**src/inc/arb_pkg.sv**
```systemverilog
package arb_pkg;

	// ----------------------------------------
	// configuration byte fields
	// ----------------------------------------
	localparam int CFG0_ARB_BIT    = 0;   // arbitration policy select
	localparam int CFG0_SILENT_BIT = 1;   // silent mode enable
	localparam int CFG1_RREG_LSB   = 0;   // output resistance selector
	localparam int CFG1_VREG_LSB   = 2;   // output voltage selector
	localparam int KILL_TUNNEL_BIT = 0;   // tunneling / extended disabled
	localparam int KILL_RF_BIT     = 1;   // rf communication disabled

	// ----------------------------------------
	// codes and reset values
	// ----------------------------------------
	localparam logic       ARB_FCFS     = 1'b0;
	localparam logic       ARB_RF_PRIO  = 1'b1;
	localparam logic [1:0] PM_DEFAULT   = 2'h0;
	localparam logic [1:0] PM_RF_ONLY   = 2'h1;
	localparam logic [1:0] PM_EXT_SUPPLY = 2'h3;
	localparam logic [1:0] RREG_OFF     = 2'h0;
	localparam logic [4:0] VREG_TOP     = 5'h1a;       // last code of the linear range
	localparam logic [12:0] VREG_BASE_MV  = 13'd1900;
	localparam logic [12:0] VREG_STEP_MV  = 13'd100;
	localparam logic [12:0] VREG_SPARE_MV = 13'd1800;
	localparam logic [1:0] KILL_RST     = 2'h0;
	localparam logic [2:0] AUTH_FAIL_MAX = 3'h7;
	localparam logic [31:0] PWD_RST     = 32'h0000_0000;

	// ----------------------------------------
	// wake-up event select bits
	// ----------------------------------------
	localparam int WK_POWER_UP = 0;
	localparam int WK_SELECTED = 1;
	localparam int WK_SLEEP    = 2;
	localparam int WK_MEM_UPD  = 3;

	typedef enum logic [1:0] {
		ST_IDLE   = 2'b00,
		ST_HOST_WR = 2'b01,
		ST_RF_WR  = 2'b10
	} arb_state_e;

endpackage

```
**src/core/eeprom_access_arbiter_ctrl.sv**
```systemverilog
// Contract
// - two write policies, fcfs and rf-priority, picked by a config byte field
// - fcfs with no write running accepts a write from either side
// - fcfs rf write during host write gets a nak and is not done
// - fcfs host write during rf write raises the access conflict event
// - rf-priority: field appearing aborts the host write and raises conflict event
// - rf-priority: rf read or write aborts host write, serves rf, raises conflict
// - harvesting output only in power modes 0 and 1
// - resistance code 00 off and tristate, 01 100, 10 50, 11 25 ohm
// - voltage code 0 is 1.9 V, +0.1 V per code to 4.5 V, above 1.8 V
// - power mode 3 keeps device powered while external power is present
// - silent mode with low host supply disables rf and ignores rf commands
// - 32-bit password guards user memory for reads, writes or both
// - rf write to password block authenticates; seven failures lock
// - after authentication the rf user may write a new password
// - password checks only on rf accesses, host accesses bypass them
// - wake-up event to host on selectable events
// - link-disable byte kills tunneling and extended modes or all rf
// - link-disable byte writable only from the host side
// - power mode 1 without tunneling or extended forces resistance to zero
`timescale 1ns/100ps
`default_nettype none

module eeprom_access_arbiter_ctrl
	import arb_pkg::*;
#(
	parameter logic [7:0]  PWD_BLOCK_ADDR = 8'h2b,
	parameter logic [31:0] PWD_INIT       = PWD_RST
) (
	// clock and reset
	input  wire logic        clk,
	input  wire logic        sys_rst,
	input  wire logic        clk_en,
	// configuration
	input  wire logic [7:0]  arbitration_silent_config_byte,
	input  wire logic [7:0]  regulator_config_byte,
	input  wire logic [1:0]  power_mode,
	input  wire logic        tunnel_mode_en,
	input  wire logic        ext_mode_en,
	input  wire logic [7:0]  auth_limit_addr,
	input  wire logic        prot_read_en,
	input  wire logic        prot_write_en,
	input  wire logic [3:0]  wake_select,
	// pins
	input  wire logic        field_power_on_detect,
	input  wire logic        host_supply_pin,
	// rf side requests
	input  wire logic        rf_wr_req,
	input  wire logic        rf_rd_req,
	input  wire logic [7:0]  rf_addr,
	input  wire logic [31:0] rf_wdata,
	// host side requests
	input  wire logic        host_wr_req,
	input  wire logic        host_kill_wr,
	input  wire logic [1:0]  host_kill_data,
	input  wire logic        host_auth_clr,
	// eeprom engine
	input  wire logic        ee_done,
	output logic             ee_wr_start,
	output logic             ee_wr_from_rf,
	output logic             ee_abort,
	// rf answers
	output logic             rf_ack,
	output logic             rf_nak,
	output logic             rf_rd_grant,
	// host answers
	output logic             host_wr_done,
	output logic             host_wr_refused,
	output logic             host_wr_aborted,
	output logic             acc_conflict,
	// status
	output logic             rf_enabled,
	output logic             tunnel_allowed,
	output logic             authenticated,
	output logic             auth_locked,
	output logic [1:0]       kill_state,
	output logic             keep_powered,
	// rf tag events and wake-up
	input  wire logic        ev_selected,
	input  wire logic        ev_sleep_req,
	input  wire logic        ev_mem_update,
	output logic             wake_irq,
	// harvesting
	output logic             harvest_output_pin_oe,
	output logic [1:0]       harvest_res_sel,
	output logic [12:0]      harvest_mv
);

	// ----------------------------------------
	// pin synchronisers
	// ----------------------------------------
	logic [1:0] field_sync_reg;
	logic [1:0] supply_sync_reg;
	logic       field_prev_reg;
	// two stages each; logic reads only the second stage
	always_ff @(posedge clk or posedge sys_rst) begin
		if (sys_rst) begin
			field_sync_reg  <= 2'b00;
			supply_sync_reg <= 2'b11;
			field_prev_reg  <= 1'b0;
		end else if (clk_en) begin
			field_sync_reg  <= {field_sync_reg[0], field_power_on_detect};
			supply_sync_reg <= {supply_sync_reg[0], host_supply_pin};
			field_prev_reg  <= field_sync_reg[1];
		end
	end

	logic field_on, field_rise, supply_low;
	assign field_on   = field_sync_reg[1];
	assign field_rise = field_sync_reg[1] && !field_prev_reg;
	assign supply_low = !supply_sync_reg[1];   // comparator output, low means below threshold

	// ----------------------------------------
	// link-disable and rf gating
	// ----------------------------------------
	logic [1:0] kill_reg;

	// only the host port reaches this byte; rf has no path to it
	always_ff @(posedge clk or posedge sys_rst) begin
		if (sys_rst) begin
			kill_reg <= KILL_RST;
		end else if (clk_en && host_kill_wr) begin
			kill_reg <= host_kill_data;
		end
	end

	logic arb_mode;
	assign arb_mode   = arbitration_silent_config_byte[CFG0_ARB_BIT];
	assign rf_enabled = !(arbitration_silent_config_byte[CFG0_SILENT_BIT] && supply_low)
		&& !kill_reg[KILL_RF_BIT];
	assign tunnel_allowed = (tunnel_mode_en || ext_mode_en) && !kill_reg[KILL_TUNNEL_BIT];
	assign kill_state     = kill_reg;
	assign keep_powered   = (power_mode == PM_EXT_SUPPLY);

	// ----------------------------------------
	// password protection
	// ----------------------------------------
	logic [31:0] pwd_reg;
	logic        auth_reg;
	logic        rf_wr_v, rf_rd_v, pwd_hit, prot_area, auth_fail, auth_ok;
	logic        pwd_change, rf_wr_denied, rf_rd_denied;

	// rf requests vanish while the rf part is off
	assign rf_wr_v    = rf_wr_req && rf_enabled;
	assign rf_rd_v    = rf_rd_req && rf_enabled;
	assign pwd_hit    = (rf_addr == PWD_BLOCK_ADDR);
	assign prot_area  = (rf_addr >= auth_limit_addr);
	assign auth_ok    = rf_wr_v && pwd_hit && !auth_reg && !auth_locked && rf_wdata == pwd_reg;
	assign auth_fail  = rf_wr_v && pwd_hit && !auth_reg && !auth_locked && rf_wdata != pwd_reg;
	assign pwd_change = rf_wr_v && pwd_hit && auth_reg;
	// host requests never pass through these checks
	assign rf_wr_denied = rf_wr_v && !pwd_hit && prot_area && prot_write_en && !auth_reg;
	assign rf_rd_denied = rf_rd_v && prot_area && prot_read_en && !auth_reg;

	fail_counter #(
		.LIMIT (AUTH_FAIL_MAX)
	) u_fail (
		.clk     (clk),
		.sys_rst (sys_rst),
		.clk_en  (clk_en),
		.inc     (auth_fail),
		.clr     (host_auth_clr),
		.locked  (auth_locked)
	);

	// authentication lasts until the field drops or the host clears the counter
	always_ff @(posedge clk or posedge sys_rst) begin
		if (sys_rst) begin
			auth_reg <= 1'b0;
			pwd_reg  <= PWD_INIT;
		end else if (clk_en) begin
			if (auth_ok) begin
				auth_reg <= 1'b1;
			end else if (!field_on || host_auth_clr) begin
				auth_reg <= 1'b0;
			end
			if (pwd_change) begin
				pwd_reg <= rf_wdata;
			end
		end
	end

	assign authenticated = auth_reg;

	// ----------------------------------------
	// write arbitration
	// ----------------------------------------
	arb_state_e state_reg;
	arb_state_e state_next;
	logic       rf_wr_plain, rf_preempt, field_preempt;

	// password-block writes and denied writes never reach the eeprom engine
	assign rf_wr_plain   = rf_wr_v && !pwd_hit && !rf_wr_denied;
	assign rf_preempt    = arb_mode == ARB_RF_PRIO && field_on && (rf_wr_plain || rf_rd_v);
	assign field_preempt = arb_mode == ARB_RF_PRIO && field_rise;

	always_comb begin
		state_next = state_reg;
		unique case (state_reg)
			ST_IDLE: begin
				if (rf_wr_plain) begin
					state_next = ST_RF_WR;
				end else if (host_wr_req) begin
					state_next = ST_HOST_WR;
				end
			end
			ST_HOST_WR: begin
				if (rf_preempt && rf_wr_plain) begin
					state_next = ST_RF_WR;
				end else if (ee_done || rf_preempt || field_preempt) begin
					state_next = ST_IDLE;
				end
			end
			ST_RF_WR: begin
				if (ee_done) begin
					state_next = ST_IDLE;
				end
			end
			default: begin
				state_next = ST_IDLE;
			end
		endcase
	end

	always_ff @(posedge clk or posedge sys_rst) begin
		if (sys_rst) begin
			state_reg <= ST_IDLE;
		end else if (clk_en) begin
			state_reg <= state_next;
		end
	end

	// answers registered one edge after their cause; all one-cycle pulses except ee_wr_from_rf, which holds the owner
	always_ff @(posedge clk or posedge sys_rst) begin
		if (sys_rst) begin
			ee_wr_start     <= 1'b0;
			ee_wr_from_rf   <= 1'b0;
			ee_abort        <= 1'b0;
			rf_ack          <= 1'b0;
			rf_nak          <= 1'b0;
			rf_rd_grant     <= 1'b0;
			host_wr_done    <= 1'b0;
			host_wr_refused <= 1'b0;
			host_wr_aborted <= 1'b0;
			acc_conflict    <= 1'b0;
		end else if (clk_en) begin
			ee_wr_start     <= state_next != state_reg && state_next != ST_IDLE;
			if (state_next == ST_RF_WR) begin
				ee_wr_from_rf <= 1'b1;
			end else if (state_next == ST_HOST_WR) begin
				ee_wr_from_rf <= 1'b0;
			end
			ee_abort        <= state_reg == ST_HOST_WR && !ee_done && (rf_preempt || field_preempt);
			// rf write done, or password accepted or changed
			rf_ack          <= (state_reg == ST_RF_WR && ee_done) || auth_ok || pwd_change;
			rf_nak          <= auth_fail || rf_wr_denied || rf_rd_denied
				|| (rf_wr_v && pwd_hit && auth_locked)
				|| (rf_wr_plain && state_reg == ST_RF_WR)
				|| (rf_wr_plain && state_reg == ST_HOST_WR && !rf_preempt);
			rf_rd_grant     <= rf_rd_v && !rf_rd_denied
				&& (state_reg != ST_HOST_WR || arb_mode == ARB_RF_PRIO);
			host_wr_done    <= state_reg == ST_HOST_WR && ee_done;
			host_wr_refused <= host_wr_req && (state_reg != ST_IDLE || rf_wr_plain);
			host_wr_aborted <= state_reg == ST_HOST_WR && !ee_done && (rf_preempt || field_preempt);
			acc_conflict    <= (host_wr_req && state_reg == ST_RF_WR)
				|| (state_reg == ST_HOST_WR && !ee_done && (rf_preempt || field_preempt));
		end
	end

	// ----------------------------------------
	// wake-up events
	// ----------------------------------------
	logic pup_reg;

	// power-up event fires once on the first enabled edge after reset
	always_ff @(posedge clk or posedge sys_rst) begin
		if (sys_rst) begin
			pup_reg  <= 1'b1;
			wake_irq <= 1'b0;
		end else if (clk_en) begin
			pup_reg  <= 1'b0;
			wake_irq <= (pup_reg && wake_select[WK_POWER_UP])
				|| (ev_selected && wake_select[WK_SELECTED])
				|| (ev_sleep_req && wake_select[WK_SLEEP])
				|| (ev_mem_update && wake_select[WK_MEM_UPD]);
		end
	end

	// ----------------------------------------
	// energy harvesting settings
	// ----------------------------------------
	logic [1:0] rreg_eff;
	logic [4:0] vreg;
	logic       pm_harvest;

	assign pm_harvest = (power_mode == PM_DEFAULT) || (power_mode == PM_RF_ONLY);
	assign vreg       = regulator_config_byte[CFG1_VREG_LSB +: 5];

	// battery-less mode without a host link has no use for the output
	always_comb begin
		rreg_eff = regulator_config_byte[CFG1_RREG_LSB +: 2];
		if (!pm_harvest || (power_mode == PM_RF_ONLY && !tunnel_mode_en && !ext_mode_en)) begin
			rreg_eff = RREG_OFF;
		end
	end

	// registered so the analog trim never sees decode glitches
	always_ff @(posedge clk or posedge sys_rst) begin
		if (sys_rst) begin
			harvest_res_sel       <= RREG_OFF;
			harvest_output_pin_oe <= 1'b0;
			harvest_mv            <= VREG_SPARE_MV;
		end else if (clk_en) begin
			harvest_res_sel       <= rreg_eff;
			harvest_output_pin_oe <= rreg_eff != RREG_OFF;
			if (vreg <= VREG_TOP) begin
				harvest_mv <= VREG_BASE_MV + VREG_STEP_MV * {8'h00, vreg};
			end else begin
				harvest_mv <= VREG_SPARE_MV;
			end
		end
	end
endmodule

`default_nettype wire

```
**src/core/fail_counter.sv**
```systemverilog
`timescale 1ns/100ps
`default_nettype none

module fail_counter
	import arb_pkg::*;
#(
	parameter logic [2:0] LIMIT = AUTH_FAIL_MAX
) (
	// clock and reset
	input  wire logic clk,
	input  wire logic sys_rst,
	input  wire logic clk_en,
	// count control
	input  wire logic inc,
	input  wire logic clr,
	// state
	output logic      locked
);

	logic [2:0] cnt_reg;

	// saturating failure count; a failure in the cycle of a host clear still counts
	always_ff @(posedge clk or posedge sys_rst) begin
		if (sys_rst) begin
			cnt_reg <= 3'h0;
		end else if (clk_en) begin
			if (clr) begin
				cnt_reg <= {2'b00, inc};
			end else if (inc && cnt_reg != LIMIT) begin
				cnt_reg <= cnt_reg + 3'h1;
			end
		end
	end

	assign locked = (cnt_reg == LIMIT);

endmodule

`default_nettype wire

```
**config.mk**
```make
export PLATFORM = sky130hd
export DESIGN_NAME = eeprom_access_arbiter_ctrl
export DESIGN_NICKNAME = d
export VERILOG_FILES = /design/src/inc/arb_pkg.sv /design/src/core/eeprom_access_arbiter_ctrl.sv /design/src/core/fail_counter.sv
export SDC_FILE = /design/constraint.sdc
export NUM_CORES = 1
export LEC_CHECK = 0
export ABC_AREA = 0
export CAP_MARGIN = 5
export CORE_MARGIN = 8
export CORE_UTILIZATION = 30
export CTS_CLUSTER_SIZE = 25
export DETAILED_ROUTE_END_ITERATION = 6
export DONT_BUFFER_PORTS = 1
export PLACE_DENSITY = 0.45
export SETUP_SLACK_MARGIN = 0.02
export SLEW_MARGIN = 20
export SYNTH_ARGS = -nofsm -noshare
export SYNTH_HDL_FRONTEND = slang
export SYNTH_SLANG_ARGS = --single-unit
```
**constraint.sdc**
```tcl
create_clock -name clk -period 4 [get_ports clk]
set_input_delay 0.2 -clock clk [delete_from_list [all_inputs] [get_ports clk]]
set_output_delay 0.2 -clock clk [all_outputs]
set_load 0.05 [all_outputs]
```
* Yosys cells after proc, flatten, opt, wreduce, memory -nomap -nowiden
Cells that the tools add are included.
W data, S select, Z words.
** Cells by class
- $add $sub $neg :: 2
- Mux-type cells :: 14
- $mul :: 1
- Magnitude comparators :: 2
- Eq/ne operators :: 13
- Reduce and logical (&&, ||, !) cells :: 94
** Operator list (count)
- $logic_and A1 B1 Y1 :: 45
- $eq A32 B32 Y1 :: 1
- $ne A32 B32 Y1 :: 1
- $logic_or A1 B1 Y1 :: 21
- $logic_not A1 Y1 :: 16
- $add A11 B12 Y13 const A :: 1
- $mux W13 :: 1
- $mux W2 :: 6
- $reduce_bool A2 Y1 :: 6
- $mul A5 B5 Y10 const A :: 1
- $eq A8 B6 Y1 const B :: 1
- $ge A8 B8 Y1 :: 1
- $reduce_and A2 Y1 :: 4
- $eq A2 B1 Y1 const B :: 3
- $eq A2 B2 Y1 const B :: 3
- $mux W3 :: 2
- $pmux W2 S3 :: 1
- $le A5 B5 Y1 const B :: 1
- $logic_not A2 Y1 :: 2
- $mux W1 :: 4
- $add A3 B1 Y3 const B :: 1
- $eq A3 B3 Y1 const B :: 1
- $ne A3 B3 Y1 const B :: 1
- $ne A2 B1 Y1 const B :: 1
- $ne A2 B2 Y1 :: 1
** Word-level totals
- Input port bits :: 90
- Register bits :: 72
- Logic and storage cells :: 148
- Output and inout bits :: 34

* Logic depth before layout (Yosys ltp)
Gate-level depths: netlist (run 1).
- Depth after elaboration :: 21
- Gate-level depth with buffers :: 13
- Mapped depth without buffers :: 13

* Cells and area by module
A second synthesis (run 1) with hierarchy kept.
** Unflattened totals
- Cell total of the unflattened synthesis :: 381
- Area, all modules :: 4172.8 um2
** By module, submodules not included
- eeprom_access_arbiter_ctrl :: sequential area each 1685.4 um2, area each 3987.6 um2, cells an instance 365, instances 1
- fail_counter :: sequential area each 75.1 um2, area each 185.2 um2, cells an instance 16, instances 1

* Worst setup path after synthesis (run 1)
No wires, ideal clock.
- Path type :: register to register
- From :: reg kill_reg[1], in the netlist kill_state[1]
- To :: reg ee_wr_start
- Library setup time :: 0.121 ns
- Buffers on the path :: 0
- Stages on the path, launching flop included :: 11
- Data arrival time :: 3.005 ns
- Data required time :: 3.879 ns
- Setup slack :: 0.874 ns
- Clock period less this slack :: 3.126 ns
- Cell sequence :: dfrtp_1 -> a21oi_1 -> nand2_1 -> a32oi_1 -> a2bb2oi_2 -> ha_1 -> nor2_1 -> nand2_1 -> a21oi_1 -> a221o_1 -> a22o_1
** Between the ends
- Cells in the longest elaborated chain, start to end :: 18
- Elaborated cells between the ends (all ways) :: 22
- Those cells by class :: eq/ne (1); mux (4); reduce/logical (17)
** RTL lines
- from (decl) :: line eeprom_access_arbiter_ctrl.sv:116 : logic [1:0] kill_reg;
- from (signal assigned) :: line eeprom_access_arbiter_ctrl.sv:123 : kill_reg <= host_kill_data;
- $logic_not A1 Y1 * :: line eeprom_access_arbiter_ctrl.sv:130 : && !kill_reg[KILL_RF_BIT];
- $logic_and A1 B1 Y1 * :: line eeprom_access_arbiter_ctrl.sv:130
- named net rf_enabled :: line eeprom_access_arbiter_ctrl.sv:72 : output logic rf_enabled,
- $logic_and A1 B1 Y1 :: line eeprom_access_arbiter_ctrl.sv:144 : assign rf_wr_v = rf_wr_req && rf_enabled;
- $logic_and A1 B1 Y1 :: line eeprom_access_arbiter_ctrl.sv:152, eeprom_access_arbiter_ctrl.sv:193
- $logic_and A1 B1 Y1 (3 in a row) :: line eeprom_access_arbiter_ctrl.sv:152 : assign rf_wr_denied = rf_wr_v && !pwd_hit && prot_area && prot_write_en && !auth_reg;
- $logic_not A1 Y1 :: line eeprom_access_arbiter_ctrl.sv:193 : assign rf_wr_plain = rf_wr_v && !pwd_hit && !rf_wr_denied;
- $logic_and A1 B1 Y1 :: line eeprom_access_arbiter_ctrl.sv:193
- $logic_or A1 B1 Y1 :: line eeprom_access_arbiter_ctrl.sv:194 : assign rf_preempt = arb_mode == ARB_RF_PRIO && field_on && (rf_wr_plain || rf_rd_v);
- $logic_and A1 B1 Y1 :: line eeprom_access_arbiter_ctrl.sv:194
- $logic_or A1 B1 Y1 (2 in a row) :: line eeprom_access_arbiter_ctrl.sv:210 : end else if (ee_done || rf_preempt || field_preempt) begin
- $mux W2 :: line eeprom_access_arbiter_ctrl.sv:210
- $mux W2 :: line eeprom_access_arbiter_ctrl.sv:208 : if (rf_preempt && rf_wr_plain) begin
- $pmux W2 S3 * :: line eeprom_access_arbiter_ctrl.sv:199 : unique case (state_reg)
- $ne A2 B2 Y1 or $reduce_bool A2 Y1 (tied branches) :: line eeprom_access_arbiter_ctrl.sv:247 : ee_wr_start <= state_next != state_reg && state_next != ST_IDLE;
- $logic_and A1 B1 Y1 * :: line eeprom_access_arbiter_ctrl.sv:247
- to (signal assigned) :: line eeprom_access_arbiter_ctrl.sv:236 : ee_wr_start <= 1'b0;
- to (signal assigned) :: line eeprom_access_arbiter_ctrl.sv:247
- to (decl) :: line eeprom_access_arbiter_ctrl.sv:59 : output logic ee_wr_start,
Mark *: on every way through the listed nets, which the timed path passes. The rest lies on a longest branch.
A chain may end at the register's enable or synchronous reset.

* Final worst setup path (run 1)
- From :: reg kill_reg[1], in the netlist kill_state[1]
- To :: reg ee_wr_start
** Between the ends
- Cells in the longest elaborated chain, start to end :: 18
- Elaborated cells between the ends (all ways) :: 22
- Those cells by class :: eq/ne (1); mux (4); reduce/logical (17)
** RTL lines (line)
- $logic_not A1 Y1 * :: eeprom_access_arbiter_ctrl.sv:130
- $logic_and A1 B1 Y1 * :: eeprom_access_arbiter_ctrl.sv:130
- $logic_and A1 B1 Y1 :: eeprom_access_arbiter_ctrl.sv:144
- $logic_and A1 B1 Y1 :: eeprom_access_arbiter_ctrl.sv:152, eeprom_access_arbiter_ctrl.sv:193
- $logic_and A1 B1 Y1 (3 in a row) :: eeprom_access_arbiter_ctrl.sv:152
- $logic_not A1 Y1 :: eeprom_access_arbiter_ctrl.sv:193
- $logic_and A1 B1 Y1 :: eeprom_access_arbiter_ctrl.sv:193
- $logic_or A1 B1 Y1 :: eeprom_access_arbiter_ctrl.sv:194
- $logic_and A1 B1 Y1 :: eeprom_access_arbiter_ctrl.sv:194
- $logic_or A1 B1 Y1 (2 in a row) :: eeprom_access_arbiter_ctrl.sv:210
- $mux W2 :: eeprom_access_arbiter_ctrl.sv:210
- $mux W2 :: eeprom_access_arbiter_ctrl.sv:208
- $pmux W2 S3 * :: eeprom_access_arbiter_ctrl.sv:199
- $ne A2 B2 Y1 or $reduce_bool A2 Y1 (tied branches) :: eeprom_access_arbiter_ctrl.sv:247
- $logic_and A1 B1 Y1 * :: eeprom_access_arbiter_ctrl.sv:247
Every way passes the cells marked *; elsewhere a longest branch is shown, timed or not.

==> impl_metrics.tcl, run 1 <==
set metrics [dict create \
    postCtsSetupRepairBufs 0 \
    fin_crit_sh 0.685 \
    ys_seq_area_frac 0.423 \
    dr_total_vias 2980 \
    coreArea_um2 13700 \
    drtAntennaViolNets 0 \
    cts.hold.buffers_added 40 \
    die_w_um 134 \
    final_net_count 554 \
    synth_seq_cells 70 \
    tightest_slew_ps 904 \
    portBuffers 0 \
    num_antenna_cells 0 \
    synth_edf_count 0 \
    dp_slack_ps 1110 \
    p_leak_nw 2.29 \
    design_area_um2 5100 \
    fmax_ghz 0.365 \
    clock_latency_ps 340 \
    hold_path.class "input pin to flip-flop" \
    clk_path_buf_depth 2 \
    gp_congestion 0.783 \
    arrival_ps 2970 \
    period_needed_ps 2740 \
    initial_core_util 0.303 \
    maxSlewHeadroom 0.397 \
    final_cells 615 \
    area_delta_synth_final_pct 22.6 \
    grt_pass1_wl_um 17100 \
    numCtsBuffers 9 \
    grt_pass1_vias 3225 \
    peakVddDrop_mv 0.183 \
    place_hpwl_um 7400 \
    slew_violations 0 \
    drt-initial-drc-count 106 \
    viasPerCell 4.85 \
    final_common_cell "dfrtp_1" \
    rsz0062_at_grt "false" \
    htreeDepth 3 \
    drcViolationCount 0 \
    critPathLaunchType "flip-flop" \
    timing.final.ws_setup_ps 1260 \
    synth_flop_cell "dfrtp_1" \
    finalSetupViolations 0 \
    status "finished clean" \
    yosys_warnings 0 \
    largest_reg_flops 32 \
    drv_cap 0 \
    root_buffer "clkbuf_16" \
    drive_above_1_share 0.168 \
    wl_um 10600 \
    cp-end-kind "flip-flop" \
    grt_max_degree 41 \
    cts_resized 0 \
    cts_tree "yes" \
    placed_area_um2 4350 \
    synth.distinct_cells 56 \
    wire_per_inst_um 17.3 \
    num_rows 43 \
    synthesis.area_um2 4160 \
    worstPathRequired_ps 4230 \
    cts.sinks 70 \
    final_cell_mix "dfrtp_1 (63), dlygate4sd3_1 (40), xnor2_1 (38), mux2_2 (38), ha_1 (33)" \
    antenna_found_initial 0 \
    dr.pass1.iters 4 \
    async_flop_share 1.00 \
    num_io_pins 124 \
    powerDensity_nw_per_um2 446 \
    syn_inst 387 \
    clock-skew-final_ps 4.02 \
    worst-path-max-fanout 7 \
    overflow 0 \
    dieArea_um2 17900 \
    finalHoldViolCount 0 \
    crit_type "flip-flop to flip-flop" \
    die_h_um 134 \
    clkTransAtPathRegs_ps 60 \
    dp.cells 559 \
    track_usage 0.122 \
    tns_ps 0 \
    postSynthAreaPerCell_um2 10.7 \
]
[path summary, 6_finish.rpt]
| path | from | endpoint | cells past startpoint | slack, ps |
|---|---|---|---|---|
| worst max register to register | kill_state[1] | ee_wr_start | 11 | 1260 |
| max in group asynchronous | sys_rst | supply_sync_reg[1] | 3 | 2480 |
| min in group asynchronous | sys_rst | pwd_reg[30] | 2 | 520 |
| worst min-delay path | rf_wdata[27] | pwd_reg[27] | 1 | 20 |
| worst max-delay path | kill_state[1] | ee_wr_start | 11 | 1260 |
| worst min register to register | pup_reg | pup_reg | 1 | 490 |
[area by class of cell]
class / count / area, um^2
timing repair buffer: 44 / 430
tap: 180 / 225
sequential: 70 / 1760
fill: 1362 / 8620
clock inverter: 4 / 77.6
clock buffer: 12 / 267
multi-input combinational: 275 / 2230
inverter: 30 / 113
[report_power, final]
part	internal [mW]	switching [mW]	total (mW)	leakage, nW
sequential	0.779	0.227	1.01	0.913
clock	0.599	0.313	0.912	0.169
combinational	0.170	0.188	0.358	1.21
[metrics by stage]
stage | utilization | hold WS, ps | power (mW)
after detailed placement | 0.317 | 246 | 1.34
after floorplan | - | 296 | 1.27
after global placement | 0.317 | 245 | 1.34
final | 0.372 | 16.6 | 2.28
after global routing | 0.372 | 7.59 | 2.40
after CTS | 0.372 | 1.39 | 2.32
[synth_stat cells (all sizes together) (4+ instances only)]
library cell	instances	area (um^2)
dfstp	7	184
nor2b	6	37.5
o21ai	16	80.1
nand2	22	82.6
nand4	9	56.3
clkbuf	6	22.5
ha	33	413
a22oi	4	30.0
a211o	4	35.0
buf	7	42.5
dfrtp	63	1580
a22o	4	35.0
a21oi	13	68.8
nor2	22	82.6
mux2	38	428
xor2	5	43.8
inv	30	113
nor3b	4	30.0
xnor2	38	333
o2bb2ai	7	61.3
[per-layer routing]
metal	share of wire	vias up	global-route usage
met2	0.49	74	0.201
li1	-	1461	-
met5	0	-	0
met1	0.42	1434	0.140
met3	0.070	11	0.0399
met4	0.020	0	0.0599
[critical path: stages, from the launching register on]
cell       delay (ps)
dfrtp_1           580
a21oi_1           210
buf_4             230
nand3_1           130
a21oi_2           330
a2bb2oi_2         240
ha_1              170
nor2_1             70
nand2_1            90
a21oi_1            40
a221o_1           330
a22o_1            200
[kinds of logic (layout without fill, tap and decap cells)]
| group | count (synthesis) | after routing | share of synthesized area |
|---|---|---|---|
| flip-flops | 70 | 70 | 0.423 |
| AND/OR/NAND/NOR | 83 | 83 | 0.102 |
| buffers and inverters | 43 | 90 | 0.0427 |
| multiplexers | 39 | 39 | 0.105 |
| AO/OA/AOI/OAI | 74 | 74 | 0.131 |
| other | 1 | 2 | 0.000901 |
| adder cells (fa/ha/maj) | 34 | 34 | 0.104 |
| XOR/XNOR | 43 | 43 | 0.0905 |
No activity file was read; power rests on OpenSTA's default activity.
==> inputs of run 2 (changes only) <==
clock period = 2.6 ns   (was 4 ns; I/O delays follow)
==> run 2 against run 1 <==
Against the previous run:
- sequential power increased by 51%
- total power increased by 46%
- fmax increased by 19%
- non-clock buffer count increased by 12
- largest cell class unchanged
==> impl_metrics.tcl, run 2 (synthesis results as in run 1) <==
set metrics [dict create \
    final_common_cell "dfrtp_1" \
    clock_latency_ps 330 \
    crit_chain "inv_1 -> a21oi_4 -> nand2_1 -> a32oi_1 -> a2bb2oi_2 -> ha_1 -> nor2_1 -> nand2_1 -> a21oi_1 -> a221o_1 -> a22o_1" \
    critPathLaunchType "flip-flop" \
    finalHoldViolCount 0 \
    crit_top_cell "nand2_1" \
    peakVddDrop_mv 0.267 \
    crit_type "flip-flop to flip-flop" \
    powerDensity_nw_per_um2 642 \
    dr_total_vias 3045 \
    drv_cap 0 \
    dieArea_um2 17900 \
    drcViolationCount 0 \
    maxSlewHeadroom 0.482 \
    final_net_count 566 \
    viasPerCell 4.86 \
    crit_buf_inv 1 \
    die_h_um 134 \
    wire_per_inst_um 16.9 \
    num_rows 43 \
    drive_above_1_share 0.186 \
    dr.pass1.iters 4 \
    fmax_ghz 0.434 \
    worst-path-max-fanout 3 \
    max_stage_delay_ps 510 \
    period_needed_ps 2300 \
    grt_pass1_wl_um 17200 \
    initial_core_util 0.303 \
    final_cell_mix "dfrtp_1 (63), dlygate4sd3_1 (42), xnor2_1 (38), mux2_2 (38), ha_1 (33)" \
    tightest_slew_ps 778 \
    largest_reg_flops 32 \
    fin_crit_sh 0.886 \
    crit_family "compound AO/OA/AOI/OAI gates" \
    status "finished clean" \
    arrival_ps 2530 \
    drt-initial-drc-count 127 \
    p_leak_nw 2.33 \
    antenna_found_initial 0 \
    portBuffers 0 \
    wl_um 10600 \
    area_delta_synth_final_pct 24.3 \
    num_antenna_cells 0 \
    clkTransAtPathRegs_ps 60 \
    grt_max_degree 35 \
    finalSetupViolations 0 \
    utilization 0.377 \
    drtAntennaViolNets 0 \
    slew_violations 0 \
    clk_path_buf_depth 2 \
    grt_pass1_vias 3356 \
    num_io_pins 124 \
    root_buffer "clkbuf_16" \
    cpMaxStageDelayCell "dfstp_2" \
    overflow 0 \
    coreArea_um2 13700 \
    clock-skew-final_ps 3.59 \
    cts_tree "yes" \
    place_hpwl_um 7640 \
    hold_path.class "input pin to flip-flop" \
    worstPathRequired_ps 2820 \
    numCtsBuffers 9 \
    htreeDepth 3 \
    tns_ps 0 \
    track_usage 0.123 \
    die_w_um 134 \
    cts.sinks 70 \
    gp_congestion 0.775 \
    rsz0062_at_grt "false" \
    cts_resized 0 \
    cp-end-kind "flip-flop" \
]
[run 2: changes by cell type in the layout (fill, tap and decap cells not counted), moves of 2 or more]
cell,before,now
bufinv_16,2,0
buf_12,0,2
buf_4,4,12
dlygate4sd3_1,40,42
[run 2: area by class of cell]
cell class | instances | area [um^2]
Inverter | 30 | 113
Fill cell | 1366 | 8550
Clock buffer | 12 | 256
Timing Repair Buffer | 56 | 551
Multi-Input combinational cell | 275 | 2240
Clock inverter | 4 | 30.0
Sequential cell | 70 | 1760
Tap cell | 180 | 225
[run 2: path summary, 6_finish.rpt]
check	start	endpoint	slack [ps]	depth (start not counted)
worst max-delay path	supply_sync_reg[1]	ee_wr_start	300	11
worst min-delay path	clk_en	ee_wr_from_rf	20	2
worst max register to register	supply_sync_reg[1]	ee_wr_start	300	11
worst min register to register	field_sync_reg[0]	field_sync_reg[1]	480	2
max in group asynchronous	sys_rst	pwd_reg[10]	1520	3
min in group asynchronous	sys_rst	pwd_reg[22]	400	2
[run 2: report_power, final]
part | total, mW | leakage [nW] | switching, mW | internal, mW
clock | 1.18 | 0.139 | 0.481 | 0.702
combinational | 0.608 | 1.28 | 0.315 | 0.293
sequential | 1.53 | 0.913 | 0.332 | 1.20
[run 2: routing by layer]
layer  GRT usage  up-vias  part of all wire
li1            -     1480                 -
met3      0.0425       13             0.072
met2       0.204       76              0.49
met1       0.135     1476              0.41
met5           0        -                 0
met4      0.0636        0             0.020
[run 2: metrics by stage]
step | power [mW] | hold WS [ps] | setup WS [ps] | instances | cell area [um^2]
final | 3.32 | 15.2 | 296 | 627 | 5170
after global routing | 3.51 | 15.8 | 166 | 627 | 5170
after CTS | 3.39 | 0.0105 | 284 | 627 | 5170
after floorplan | 1.96 | 226 | 46.5 | 388 | 4180
after detailed placement | 2.10 | 176 | 5.55 | 568 | 4450
after global placement | 2.10 | 172 | 64.9 | 568 | 4450
[run 2: what timing repair did]
action	in CTS	in global routing
setup buffers	0	0
hold buffers	43	0
endpoints found under the hold margin	84	0
